File: config.mk
export PLATFORM = sky130hd
export DESIGN_NAME = rtcoc_ctrl
export DESIGN_NICKNAME = d
export VERILOG_FILES = /design/src/core/rtcoc_pkg.sv /design/src/core/rtcoc_sync.sv /design/src/core/rtcoc_ctrl.sv
export VERILOG_INCLUDE_DIRS = /design/src /design/src/core
export SDC_FILE = /design/constraint.sdc
export NUM_CORES = 1
export LEC_CHECK = 0
export BUFFER_PORTS_ARGS = -buffer_cell sky130_fd_sc_hd__buf_2
export CORE_ASPECT_RATIO = 1.2
export CORE_MARGIN = 4
export CORE_UTILIZATION = 43
export DETAILED_ROUTE_END_ITERATION = 8
export PLACE_DENSITY = 0.69
export SLEW_MARGIN = 20
export SYNTH_ARGS = -nofsm -noshare
export SYNTH_HDL_FRONTEND = slang
export SYNTH_HIERARCHICAL = 1
export SYNTH_SLANG_ARGS = --single-unit
File: constraint.sdc
create_clock -name CORE_CLK_I -period 1.7 [get_ports CORE_CLK_I]
set_clock_uncertainty 0.15 [all_clocks]
set_input_delay 0 -clock CORE_CLK_I [delete_from_list [all_inputs] [get_ports CORE_CLK_I]]
set_output_delay 0 -clock CORE_CLK_I [all_outputs]
set_load 0.03 [all_outputs]
File: src/core/rtcoc_regs.svh
/*
 * Register offsets, field positions, reset values and timing counts
 * for the RTC oscillator control and missing-clock monitor.
 * Assumes an 8-bit register port with a 4-bit internal address.
 */
// Behaviour
// - RTC timebase stays independent of system clock
// - Crystal 32.768 kHz or self-oscillate 20/40 kHz
// - Mode bit 1 crystal, 0 self-oscillate
// - Self-oscillate: bias bit 0 20k, 1 40k
// - Self-oscillate runs at once, no polling
// - Osc control bit 7 enables gain control
// - Osc control bit 5 doubles bias current
// - Control bit 6 enables one-shot clock monitor
// - Flag bit 5 when clock stuck >50 us
// - Timeout wakes internal oscillator from suspend
// - Timeout raises interrupt only when enabled
// - Timeout requests reset only when enabled
// - RTC clock selectable as system clock, pin-routable
// - RTC edges feed timer 2/3 capture
`ifndef RTCOC_REGS_SVH
`define RTCOC_REGS_SVH

`define RTCOC_ADDR_W            4
`define RTCOC_DATA_W            8

`define RTCOC_RTC_CTRL_ADDR     4'h6
`define RTCOC_OSC_CTRL_ADDR     4'h7
`define RTCOC_CLK_ROUTE_ADDR    4'hE
`define RTCOC_EVT_EN_ADDR       4'hF

`define RTCOC_CTRL_POWER_BIT    7
`define RTCOC_CTRL_MCLK_BIT     6
`define RTCOC_CTRL_FAIL_BIT     5

`define RTCOC_OSC_GAIN_BIT      7
`define RTCOC_OSC_MODE_BIT      6
`define RTCOC_OSC_BIAS_BIT      5
`define RTCOC_OSC_VALID_BIT     4

`define RTCOC_ROUTE_SYS_CLK_BIT 0
`define RTCOC_ROUTE_PIN_BIT     1
`define RTCOC_EVT_IRQ_BIT       0
`define RTCOC_EVT_RST_BIT       1

`define RTCOC_RTC_CTRL_RESET    8'h00
`define RTCOC_OSC_CTRL_RESET    8'h00
`define RTCOC_CLK_ROUTE_RESET   8'h00
`define RTCOC_EVT_EN_RESET      8'h00

`define RTCOC_CLK_MHZ           10
`define RTCOC_MCD_TIMEOUT_NS    50000
`define RTCOC_MCD_CYCLES        ((`RTCOC_MCD_TIMEOUT_NS * `RTCOC_CLK_MHZ) / 1000)
`define RTCOC_MCD_CNT_W         10

`endif

File: src/core/rtcoc_pkg.sv
/*
 * Types for the RTC oscillator control block.
 * Assumes rtcoc_regs.svh for widths.
 */
`default_nettype none
`include "rtcoc_regs.svh"

package rtcoc_pkg;

    typedef enum logic {
        OSC_SELF,
        OSC_CRYSTAL
    } rtcoc_osc_mode_e;

    typedef enum logic [1:0] {
        MCD_IDLE,
        MCD_WATCH,
        MCD_TRIPPED
    } rtcoc_mcd_state_e;

    typedef struct packed {
        logic                           power_en;
        logic                           mclk_en;
        logic                           osc_fail;
        logic                           gain_en;
        rtcoc_osc_mode_e                mode_sel;
        logic                           bias_dbl;
        logic                           irq_en;
        logic                           rst_en;
        logic                           sys_clk_sel;
        logic                           pin_route;
        logic [`RTCOC_DATA_W-1:0]       rd_data;
        rtcoc_mcd_state_e               mcd_state;
        logic [`RTCOC_MCD_CNT_W-1:0]    mcd_count;
        logic                           rtc_prev;
        logic                           rtc_edge;
        logic                           clk_valid;
        logic                           wake;
        logic                           irq;
        logic                           rst_req;
    } rtcoc_state_s;

endpackage : rtcoc_pkg

`default_nettype wire

File: src/core/rtcoc_sync.sv
/*
 * Two-flop synchroniser for levels entering the system clock domain.
 * Assumes inputs may change at any time relative to the clock.
 */
`timescale 1ns/1ps
`default_nettype none

module rtcoc_sync (
    input  wire logic       clk_i,
    input  wire logic       rst_n_i,
    input  wire logic [1:0] async_i,
    output logic      [1:0] sync_o
);

    logic [1:0] stage1_reg;
    logic [1:0] stage2_reg;

    always_ff @(posedge clk_i) begin
        if (!rst_n_i) begin
            stage1_reg <= 2'h0;
            stage2_reg <= 2'h0;
        end else begin
            stage1_reg <= async_i;
            stage2_reg <= stage1_reg;
        end
    end

    assign sync_o = stage2_reg;

endmodule : rtcoc_sync

`default_nettype wire

File: src/core/rtcoc_ctrl.sv
/*
 * RTC oscillator control and missing-clock monitor.
 * Holds the oscillator control and RTC control registers, drives the
 * analog oscillator controls, routes the RTC clock and watches it for
 * a stuck level, raising wake, interrupt and reset requests.
 * Assumes an 8-bit register port with one-cycle strobes and read data
 * the cycle after the read strobe; RTC clock is a free-running level
 * from the oscillator, sampled here by a synchroniser.
 */
`timescale 1ns/1ps
`default_nettype none
`include "rtcoc_regs.svh"

module rtcoc_ctrl (
    input  wire logic                     CORE_CLK_I,
    input  wire logic                     RST_N_I,
    input  wire logic [`RTCOC_ADDR_W-1:0] REG_ADDR_I,
    input  wire logic [`RTCOC_DATA_W-1:0] REG_WDATA_I,
    input  wire logic                     REG_WR_I,
    input  wire logic                     REG_RD_I,
    output logic      [`RTCOC_DATA_W-1:0] REG_RDATA_O,
    input  wire logic                     RTC_CLK_I,
    input  wire logic                     XTAL_STABLE_I,
    output logic                          OSC_MODE_SELECT_O,
    output logic                          GAIN_CONTROL_ENABLE_O,
    output logic                          BIAS_DOUBLE_ENABLE_O,
    output logic                          RTC_OSC_POWER_ENABLE_O,
    output logic                          SYS_CLOCK_SEL_RTC_O,
    output logic                          PIN_ROUTE_RTC_O,
    output logic                          CAPTURE_EDGE_O,
    output logic                          WAKE_REQ_O,
    output logic                          IRQ_O,
    output logic                          RESET_REQ_O
);

    localparam logic [`RTCOC_MCD_CNT_W-1:0] MCD_LAST =
        `RTCOC_MCD_CNT_W'(`RTCOC_MCD_CYCLES - 1);

    localparam logic [`RTCOC_DATA_W-1:0] CTRL_RST  = `RTCOC_RTC_CTRL_RESET;
    localparam logic [`RTCOC_DATA_W-1:0] OSC_RST   = `RTCOC_OSC_CTRL_RESET;
    localparam logic [`RTCOC_DATA_W-1:0] ROUTE_RST = `RTCOC_CLK_ROUTE_RESET;
    localparam logic [`RTCOC_DATA_W-1:0] EVT_RST   = `RTCOC_EVT_EN_RESET;

    rtcoc_pkg::rtcoc_state_s state_reg;
    rtcoc_pkg::rtcoc_state_s state_next;

    logic [1:0] sync_out;
    logic       rtc_sync;
    logic       xtal_sync;
    logic       wr_ctrl;
    logic       wr_osc;
    logic       wr_route;
    logic       wr_evt;
    logic       fail_clear;
    logic       mcd_timeout;

    // RTC clock is sampled, never used as a clock here
    rtcoc_sync u_sync (
        .clk_i   (CORE_CLK_I),
        .rst_n_i (RST_N_I),
        .async_i ({XTAL_STABLE_I, RTC_CLK_I}),
        .sync_o  (sync_out)
    );

    assign rtc_sync  = sync_out[0];
    assign xtal_sync = sync_out[1];

    // Write decode
    assign wr_ctrl  = REG_WR_I && (REG_ADDR_I == `RTCOC_RTC_CTRL_ADDR);
    assign wr_osc   = REG_WR_I && (REG_ADDR_I == `RTCOC_OSC_CTRL_ADDR);
    assign wr_route = REG_WR_I && (REG_ADDR_I == `RTCOC_CLK_ROUTE_ADDR);
    assign wr_evt   = REG_WR_I && (REG_ADDR_I == `RTCOC_EVT_EN_ADDR);

    // Writing 0 to the fail flag clears it; writing 1 leaves it
    assign fail_clear = wr_ctrl && !REG_WDATA_I[`RTCOC_CTRL_FAIL_BIT];

    // Stuck level: no edge for the whole window while watching
    assign mcd_timeout = (state_reg.mcd_state == rtcoc_pkg::MCD_WATCH)
                         && (rtc_sync == state_reg.rtc_prev)
                         && state_reg.mclk_en
                         && (state_reg.mcd_count == MCD_LAST);

    always_comb begin
        state_next = state_reg;

        // One-cycle pulses default low
        state_next.rtc_edge = 1'b0;
        state_next.wake     = 1'b0;
        state_next.rst_req  = 1'b0;
        state_next.rd_data  = '0;

        // RTC control register
        if (wr_ctrl) begin
            state_next.power_en = REG_WDATA_I[`RTCOC_CTRL_POWER_BIT];
            state_next.mclk_en  = REG_WDATA_I[`RTCOC_CTRL_MCLK_BIT];
        end

        // Oscillator control register
        if (wr_osc) begin
            state_next.gain_en  = REG_WDATA_I[`RTCOC_OSC_GAIN_BIT];
            state_next.mode_sel = REG_WDATA_I[`RTCOC_OSC_MODE_BIT]
                                  ? rtcoc_pkg::OSC_CRYSTAL
                                  : rtcoc_pkg::OSC_SELF;
            state_next.bias_dbl = REG_WDATA_I[`RTCOC_OSC_BIAS_BIT];
        end

        // Clock routing register
        if (wr_route) begin
            state_next.sys_clk_sel = REG_WDATA_I[`RTCOC_ROUTE_SYS_CLK_BIT];
            state_next.pin_route  = REG_WDATA_I[`RTCOC_ROUTE_PIN_BIT];
        end

        // Event enable register
        if (wr_evt) begin
            state_next.irq_en = REG_WDATA_I[`RTCOC_EVT_IRQ_BIT];
            state_next.rst_en = REG_WDATA_I[`RTCOC_EVT_RST_BIT];
        end

        // Clock valid: crystal waits for stability, self-oscillate at once
        if (!state_reg.power_en) begin
            state_next.clk_valid = 1'b0;
        end else if (state_reg.mode_sel == rtcoc_pkg::OSC_SELF) begin
            state_next.clk_valid = 1'b1;
        end else begin
            state_next.clk_valid = xtal_sync;
        end

        // Edge tracking of the synchronised RTC clock
        state_next.rtc_prev = rtc_sync;
        if (rtc_sync && !state_reg.rtc_prev) begin
            state_next.rtc_edge = 1'b1;
        end

        // Missing-clock monitor, one-shot until flag clear or disable
        unique case (state_reg.mcd_state)
            rtcoc_pkg::MCD_IDLE: begin
                state_next.mcd_count = '0;
                if (state_reg.mclk_en && !state_reg.osc_fail) begin
                    state_next.mcd_state = rtcoc_pkg::MCD_WATCH;
                end
            end
            rtcoc_pkg::MCD_WATCH: begin
                if (!state_reg.mclk_en) begin
                    state_next.mcd_state = rtcoc_pkg::MCD_IDLE;
                    state_next.mcd_count = '0;
                end else if (rtc_sync != state_reg.rtc_prev) begin
                    state_next.mcd_count = '0;
                end else if (mcd_timeout) begin
                    state_next.mcd_state = rtcoc_pkg::MCD_TRIPPED;
                    state_next.mcd_count = '0;
                    state_next.wake      = 1'b1;
                    state_next.rst_req   = state_reg.rst_en;
                end else begin
                    state_next.mcd_count = state_reg.mcd_count
                                           + `RTCOC_MCD_CNT_W'(1);
                end
            end
            rtcoc_pkg::MCD_TRIPPED: begin
                state_next.mcd_count = '0;
                if (!state_reg.mclk_en || !state_reg.osc_fail) begin
                    state_next.mcd_state = rtcoc_pkg::MCD_IDLE;
                end
            end
            default: begin
                state_next.mcd_state = rtcoc_pkg::MCD_IDLE;
                state_next.mcd_count = '0;
            end
        endcase

        // Fail flag: hardware set wins over a software clear
        if (mcd_timeout) begin
            state_next.osc_fail = 1'b1;
        end else if (fail_clear) begin
            state_next.osc_fail = 1'b0;
        end

        // Interrupt follows the flag while enabled
        state_next.irq = state_next.osc_fail && state_next.irq_en;

        // Read port, data in the cycle after the strobe
        if (REG_RD_I) begin
            unique case (REG_ADDR_I)
                `RTCOC_RTC_CTRL_ADDR: begin
                    state_next.rd_data[`RTCOC_CTRL_POWER_BIT] = state_reg.power_en;
                    state_next.rd_data[`RTCOC_CTRL_MCLK_BIT]  = state_reg.mclk_en;
                    state_next.rd_data[`RTCOC_CTRL_FAIL_BIT]  = state_reg.osc_fail;
                end
                `RTCOC_OSC_CTRL_ADDR: begin
                    state_next.rd_data[`RTCOC_OSC_GAIN_BIT]  = state_reg.gain_en;
                    state_next.rd_data[`RTCOC_OSC_MODE_BIT]  =
                        (state_reg.mode_sel == rtcoc_pkg::OSC_CRYSTAL);
                    state_next.rd_data[`RTCOC_OSC_BIAS_BIT]  = state_reg.bias_dbl;
                    state_next.rd_data[`RTCOC_OSC_VALID_BIT] = state_reg.clk_valid;
                end
                `RTCOC_CLK_ROUTE_ADDR: begin
                    state_next.rd_data[`RTCOC_ROUTE_SYS_CLK_BIT] = state_reg.sys_clk_sel;
                    state_next.rd_data[`RTCOC_ROUTE_PIN_BIT]     = state_reg.pin_route;
                end
                `RTCOC_EVT_EN_ADDR: begin
                    state_next.rd_data[`RTCOC_EVT_IRQ_BIT] = state_reg.irq_en;
                    state_next.rd_data[`RTCOC_EVT_RST_BIT] = state_reg.rst_en;
                end
                default: begin
                    state_next.rd_data = '0;
                end
            endcase
        end
    end

    always_ff @(posedge CORE_CLK_I) begin
        if (!RST_N_I) begin
            state_reg            <= '0;
            state_reg.power_en   <= CTRL_RST[`RTCOC_CTRL_POWER_BIT];
            state_reg.mclk_en    <= CTRL_RST[`RTCOC_CTRL_MCLK_BIT];
            state_reg.osc_fail   <= CTRL_RST[`RTCOC_CTRL_FAIL_BIT];
            state_reg.gain_en    <= OSC_RST[`RTCOC_OSC_GAIN_BIT];
            state_reg.mode_sel   <= rtcoc_pkg::OSC_SELF;
            state_reg.bias_dbl   <= OSC_RST[`RTCOC_OSC_BIAS_BIT];
            state_reg.sys_clk_sel <= ROUTE_RST[`RTCOC_ROUTE_SYS_CLK_BIT];
            state_reg.pin_route  <= ROUTE_RST[`RTCOC_ROUTE_PIN_BIT];
            state_reg.irq_en     <= EVT_RST[`RTCOC_EVT_IRQ_BIT];
            state_reg.rst_en     <= EVT_RST[`RTCOC_EVT_RST_BIT];
            state_reg.mcd_state  <= rtcoc_pkg::MCD_IDLE;
        end else begin
            state_reg <= state_next;
        end
    end

    // Outputs straight from the state flops
    assign REG_RDATA_O            = state_reg.rd_data;
    assign OSC_MODE_SELECT_O      = (state_reg.mode_sel == rtcoc_pkg::OSC_CRYSTAL);
    assign GAIN_CONTROL_ENABLE_O  = state_reg.gain_en;
    assign BIAS_DOUBLE_ENABLE_O   = state_reg.bias_dbl;
    assign RTC_OSC_POWER_ENABLE_O = state_reg.power_en;
    assign SYS_CLOCK_SEL_RTC_O    = state_reg.sys_clk_sel;
    assign PIN_ROUTE_RTC_O        = state_reg.pin_route;
    assign CAPTURE_EDGE_O         = state_reg.rtc_edge;
    assign WAKE_REQ_O             = state_reg.wake;
    assign IRQ_O                  = state_reg.irq;
    assign RESET_REQ_O            = state_reg.rst_req;

endmodule : rtcoc_ctrl

`default_nettype wire

After elaboration in Yosys (flattened, before gate mapping) --
Index checks and enable logic that the tools add are counted.
Word-level totals: memories 0, memory bits (read-only) 0, bits of input ports 18, word-level logic and storage cells 81, bits in writable memories 0, register bits after elaboration 40, latch bits 0
Cells by class: $add $sub $neg 1, shifts and indexed selects 0, reductions and logical operators 23, mux-type cells 17, div/mod/pow operators 0, bitwise gates (word level) 4, order comparisons 0, equal/unequal tests 13, multiply operators 0
Operator list (number):
- one-hot mux 12 bit (3 select lines) | 1
- two-way mux 10 bit | 2
- two-way mux 12 bit | 1
- logical AND 1 bit | 11
- adder 10 x 1 -> 10 bit (second input constant) | 1
- equality test 10 x 9 -> 1 bit (second input constant) | 1
- two-way mux 2 bit | 5
- equality test 4 x 3 -> 1 bit (second input constant) | 2
- equality test 4 bit (second input constant) | 2
- two-way mux 1 bit | 6
- inequality test 3 bit (second input constant) | 2
- one-hot mux 3 bit (2 select lines) | 1
- OR reduction 5 bit | 1
- zero test 1 bit | 4
- inequality test 2 bit (second input constant) | 2
- inverter 1 bit | 4
- one-hot mux 2 bit (2 select lines) | 1
- AND reduction 2 bit | 2
- AND reduction 4 bit | 1
- OR reduction 4 bit | 1
- AND reduction 3 bit | 1
- equality test 2 x 1 -> 1 bit (second input constant) | 1
- equality test 2 bit (second input constant) | 1
- zero test 2 bit | 1
- 3 further kinds | 3

Depth between registers and ports, before layout --
depth after elaboration 8, gate-level depth with buffers 6

Hierarchy --
The synthesis kept the hierarchy.
By module, submodules not included:
- rtcoc_ctrl | times used 1, cells each 159, area each 1442.6 sq um, sequential area each 680.7 sq um
- rtcoc_sync | times used 1, cells each 8, area each 105.1 sq um, sequential area each 80.1 sq um

Worst setup path before layout --
No wires, ideal clock.
path type reg2reg, start point reg state_reg[6] (netlist name), end point reg state_reg[16] (netlist name), cell stages (with the launch flop) 6, period minus slack after synthesis 1609 ps, path slack 91 ps, setup time 123 ps, required time 1427 ps, arrival 1336 ps, path buffers 1, cell sequence dfxtp_1 > ha_1 > nor4b_2 > and3_1 > buf_2 > a31oi_1
Between the ends: longest elaborated chain between the ends 4
Ends and longest elaborated chain:
- start: declaration | line rtcoc_ctrl.sv:44 | rtcoc_pkg::rtcoc_state_s state_reg;
- start signal: assignment | line rtcoc_ctrl.sv:225 | state_reg <= state_next;
- equality test 10 x 9 -> 1 bit | line rtcoc_ctrl.sv:81 | && (state_reg.mcd_count == MCD_LAST);
- logical AND 1 bit | line rtcoc_ctrl.sv:81
- inequality test 3 bit (no line)
- AND reduction 4 bit (no line)
Every way passes these cells. A chain may end at the register's enable or synchronous reset.

Final worst setup path --
start point in RST_N_I, end point reg state_reg, in the netlist RTC_OSC_POWER_ENABLE_O
RTL lines:
- start: declaration | line rtcoc_ctrl.sv:16 | input wire logic RST_N_I,
No word-level cell between the ends.

==> results.sh <==
export IMPL_irDropWorstVdd_mv=0.619
export IMPL_r2r_start="state_reg[6]"
export IMPL_die_x_um=62.8
export IMPL_crit_fanout=13
export IMPL_antenna_found_initial=0
export IMPL_synthCells=167
export IMPL_p_int_mw=1.55
export IMPL_cp_required_ns=1.79
export IMPL_hold_viol=0
export IMPL_clock_path_buffers=2
export IMPL_route_met2_wl_mm=1.92
export IMPL_gp_congestion=0.813
export IMPL_grt_max_degree=14
export IMPL_syn_area_um2=1550
export IMPL_slowest_stage="dlygate4sd3_1"
export IMPL_yosysSeqAreaShare_pct=49.2
export IMPL_post_drt_wl_per_cell_um=14.1
export IMPL_rsz0062_at_grt="false"
export IMPL_dr_max_layer_used="met4"
export IMPL_area_growth_pct=35.7
export IMPL_p_sw_share_pct=20.0
export IMPL_wirelength_mm=3.65
export IMPL_powerDensity_nw_per_um2=922
export IMPL_crit_type="in -> reg"
export IMPL_clock_sinks=38
export IMPL_dp_hpwl_mm=2.33
export IMPL_clk_latency_ns=0.30
export IMPL_largest_reg_flops=18
export IMPL_cpPeakStageDelay_ns=0.56
export IMPL_clk_pin_slew_ns=0.08
export IMPL_avgSynthCellArea_um2=9.27
export IMPL_start_util_pct=45.6
export IMPL_reg2regPathDepth=5
export IMPL_drt_initial_drc_count=78
export IMPL_wl_met1_mm=1.44
export IMPL_drc=0
export IMPL_p_sw_uw=387
export IMPL_synth_edff_count=0
export IMPL_n_fill_cell=285
export IMPL_layout_nets=240
export IMPL_drt_vias_per_instance=5.41
export IMPL_start_kind="input pin"
export IMPL_hold_path_end="BIAS_DOUBLE_ENABLE_O"
export IMPL_status="completed"
export IMPL_async_flop_share_pct=0
export IMPL_num_io_pins=36
export IMPL_fmax_mhz=616
export IMPL_crit_chain="dlygate4sd3_1, buf_2, clkinvlp_4, a21oi_1, dlygate4sd3_1"
export IMPL_cts_made_buffers=5
export IMPL_crit_path_frequent_cell="dlygate4sd3_1"
export IMPL_clockPowerShare_pct=47.0
export IMPL_total_power_mw=1.94
export IMPL_root_buffer="clkbuf_8"
export IMPL_ff2ff_setup_slack_ns=0.12
export IMPL_setup_tns_ns=0
export IMPL_grt_pass1_wl_mm=6.10
export IMPL_hp_class="in -> reg"
export IMPL_rows=23
export IMPL_slew_violations=0
export IMPL_vias=1397
export IMPL_p_leak_nw=0.847
export IMPL_period_needed_ns=1.62
export IMPL_dieArea_um2=4630
export IMPL_critPathTopFamily="buffers and inverters"
export IMPL_postRouteAntennaNets=0
export IMPL_grt_overflow=0
export IMPL_finalCritPeriodShare_pct=95.6
export IMPL_min_path_cells=4
export IMPL_synth_seq_cells=38
export IMPL_setup_violations=0
export IMPL_diodes=0
export IMPL_grt_pass1_vias=1368
export IMPL_wl_met3_um=200
export IMPL_holdCritStartpoint="REG_ADDR_I[0]"
export IMPL_firstDrtPassIters=4
export IMPL_htreeDepth=2
export IMPL_cp_startpoint="RST_N_I"
export IMPL_yosys_warnings=6
export IMPL_synth_flop_cell="dfxtp_1"
export IMPL_cts_tree="yes"
export IMPL_arrival_ns=1.72
export IMPL_power_frac_seq_pct=46.6
export IMPL_port_buffers=30
export IMPL_synth_cell_types=37
export IMPL_r2r_end="IRQ_O"
export IMPL_critPathBufInv=4
export IMPL_grt_use_total_pct=17.0
export IMPL_layout_drive_gt1_share_pct=27.1
export IMPL_pwr_share_comb_pct=6.4
export IMPL_cp_end_kind="flip-flop"
export IMPL_coreArea_um2=3400
export IMPL_drv_cap=0
export IMPL_die_y_um=73.7
-- cell usage in the layout (no fill, tap or decap), types with 2 or more instances in the layout --
cell / instances
nand2_1: 7
clkbuf_8: 5
buf_6: 2
buf_4: 11
dlygate4sd3_1: 17
o31ai_1: 2
xnor2_1: 2
dfxtp_1: 38
or2_2: 2
or3_1: 5
clkinvlp_4: 2
a21oi_1: 12
o21ai_0: 10
buf_2: 27
nand3_1: 12
bufinv_16: 2
nor2_1: 7
nor3_1: 6
nand4_1: 5
a211oi_1: 4
and2_1: 6
o21ai_1: 2
inv_1: 5
conb_1: 2
mux2i_1: 5
-- metrics by stage --
| step | setup slack [ns] | cells | area (um^2) | util (%) | hold WS (ns) |
|---|---|---|---|---|---|
| after global routing | 0.0130 | 258 | 2100 | 61.8 | 0.0469 |
| final | 0.0755 | 258 | 2100 | 61.8 | 0.0380 |
| after detailed placement | 0.120 | 225 | 1690 | 49.9 | 0.0592 |
| after global placement | 0.171 | 225 | 1690 | 49.9 | 0.0533 |
| after CTS | 0.0241 | 252 | 2020 | 59.5 | 0.106 |
| after floorplan | 0.0907 | 168 | 1550 | - | -0.0283 |
-- routing by layer --
| metal | vias up | global-route usage, % |
|---|---|---|
| met5 | - | 0 |
| met4 | 0 | 9.80 |
| li1 | 691 | - |
| met3 | 7 | 5.50 |
| met2 | 38 | 31.0 |
| met1 | 661 | 17.2 |
-- cells by family (layout without fill, tap and decap cells) --
group	count (synthesis)	after routing	synth area share, %
AND/OR/NAND/NOR	64	64	24.3
flip-flops	38	38	49.2
AO/OA/AOI/OAI	33	33	12.5
buffers and inverters	21	74	7.19
multiplexers	5	5	3.23
XOR/XNOR	3	3	1.70
adder cells (fa/ha/maj)	2	2	1.62
other	1	2	0.242
-- power by group through the flow --
stage	registers, mW	logic (mW)	clock network (mW)
floorplan	0.927	0.0425	0
global placement	0.922	0.0713	0
detailed placement	0.923	0.0735	0
CTS	0.902	0.103	0.931
global route	0.903	0.132	0.992
finish	0.902	0.125	0.909
-- layout make-up --
cell class | count | area (um^2) | share of cell area [%]
clock buffer | 5 | 68.8 | 3.28
clock inverter | 3 | 68.8 | 3.28
inverter | 7 | 33.8 | 1.61
multi-input combinational | 109 | 691 | 32.9
sequential | 38 | 761 | 36.2
tap | 37 | 46.3 | 2.21
timing repair buffer | 59 | 430 | 20.5
-- Yosys cell counts (2+ instances only) --
| library cell | count | share of area (%) |
|---|---|---|
| a211oi_1 | 4 | 1.9 |
| o21ai_0 | 12 | 3.9 |
| and2_1 | 6 | 2.4 |
| xnor2_1 | 2 | 1.1 |
| nand2_1 | 7 | 1.7 |
| or2_2 | 2 | 0.81 |
| clkbuf_1 | 4 | 0.97 |
| nor3_1 | 6 | 1.9 |
| nand4_1 | 5 | 2.0 |
| inv_1 | 6 | 1.5 |
| dfxtp_1 | 38 | 49 |
| ha_1 | 2 | 1.6 |
| or3_1 | 5 | 2.0 |
| o31ai_1 | 2 | 0.97 |
| buf_4 | 8 | 3.9 |
| nand3_1 | 13 | 4.2 |
| a21oi_1 | 12 | 3.9 |
| and4_1 | 2 | 1.1 |
| nor2_1 | 7 | 1.7 |
| mux2i_1 | 5 | 3.2 |
| and4b_1 | 2 | 1.3 |
| buf_2 | 2 | 0.65 |
-- how the worst max path moves through the flow --
stage	end	slack (ns)	cells past startpoint
floorplan	state_reg[16]	0.09	5
CTS	RTC_OSC_POWER_ENABLE_O	0.02	6
finish	RTC_OSC_POWER_ENABLE_O	0.08	5
global route	state_reg[11]	0.01	6
detailed placement	state_reg[12]	0.12	4
global placement	IRQ_O	0.17	5
-- tightest hold or removal path, stage by stage --
cell	delay [ns]
buf_2	0.13
and4_4	0.18
nand3_1	0.08
a21oi_1	0.05
-- repair_timing --
action | 4_1_cts | 5_1_grt
hold buffers | 19 | 0
gates resized for setup | 0 | 15
endpoints found under the hold margin | 23 | 0
endpoints found under the setup margin | 0 | 5
setup buffers | 0 | 7
Power figures use the tool's default switching activity.
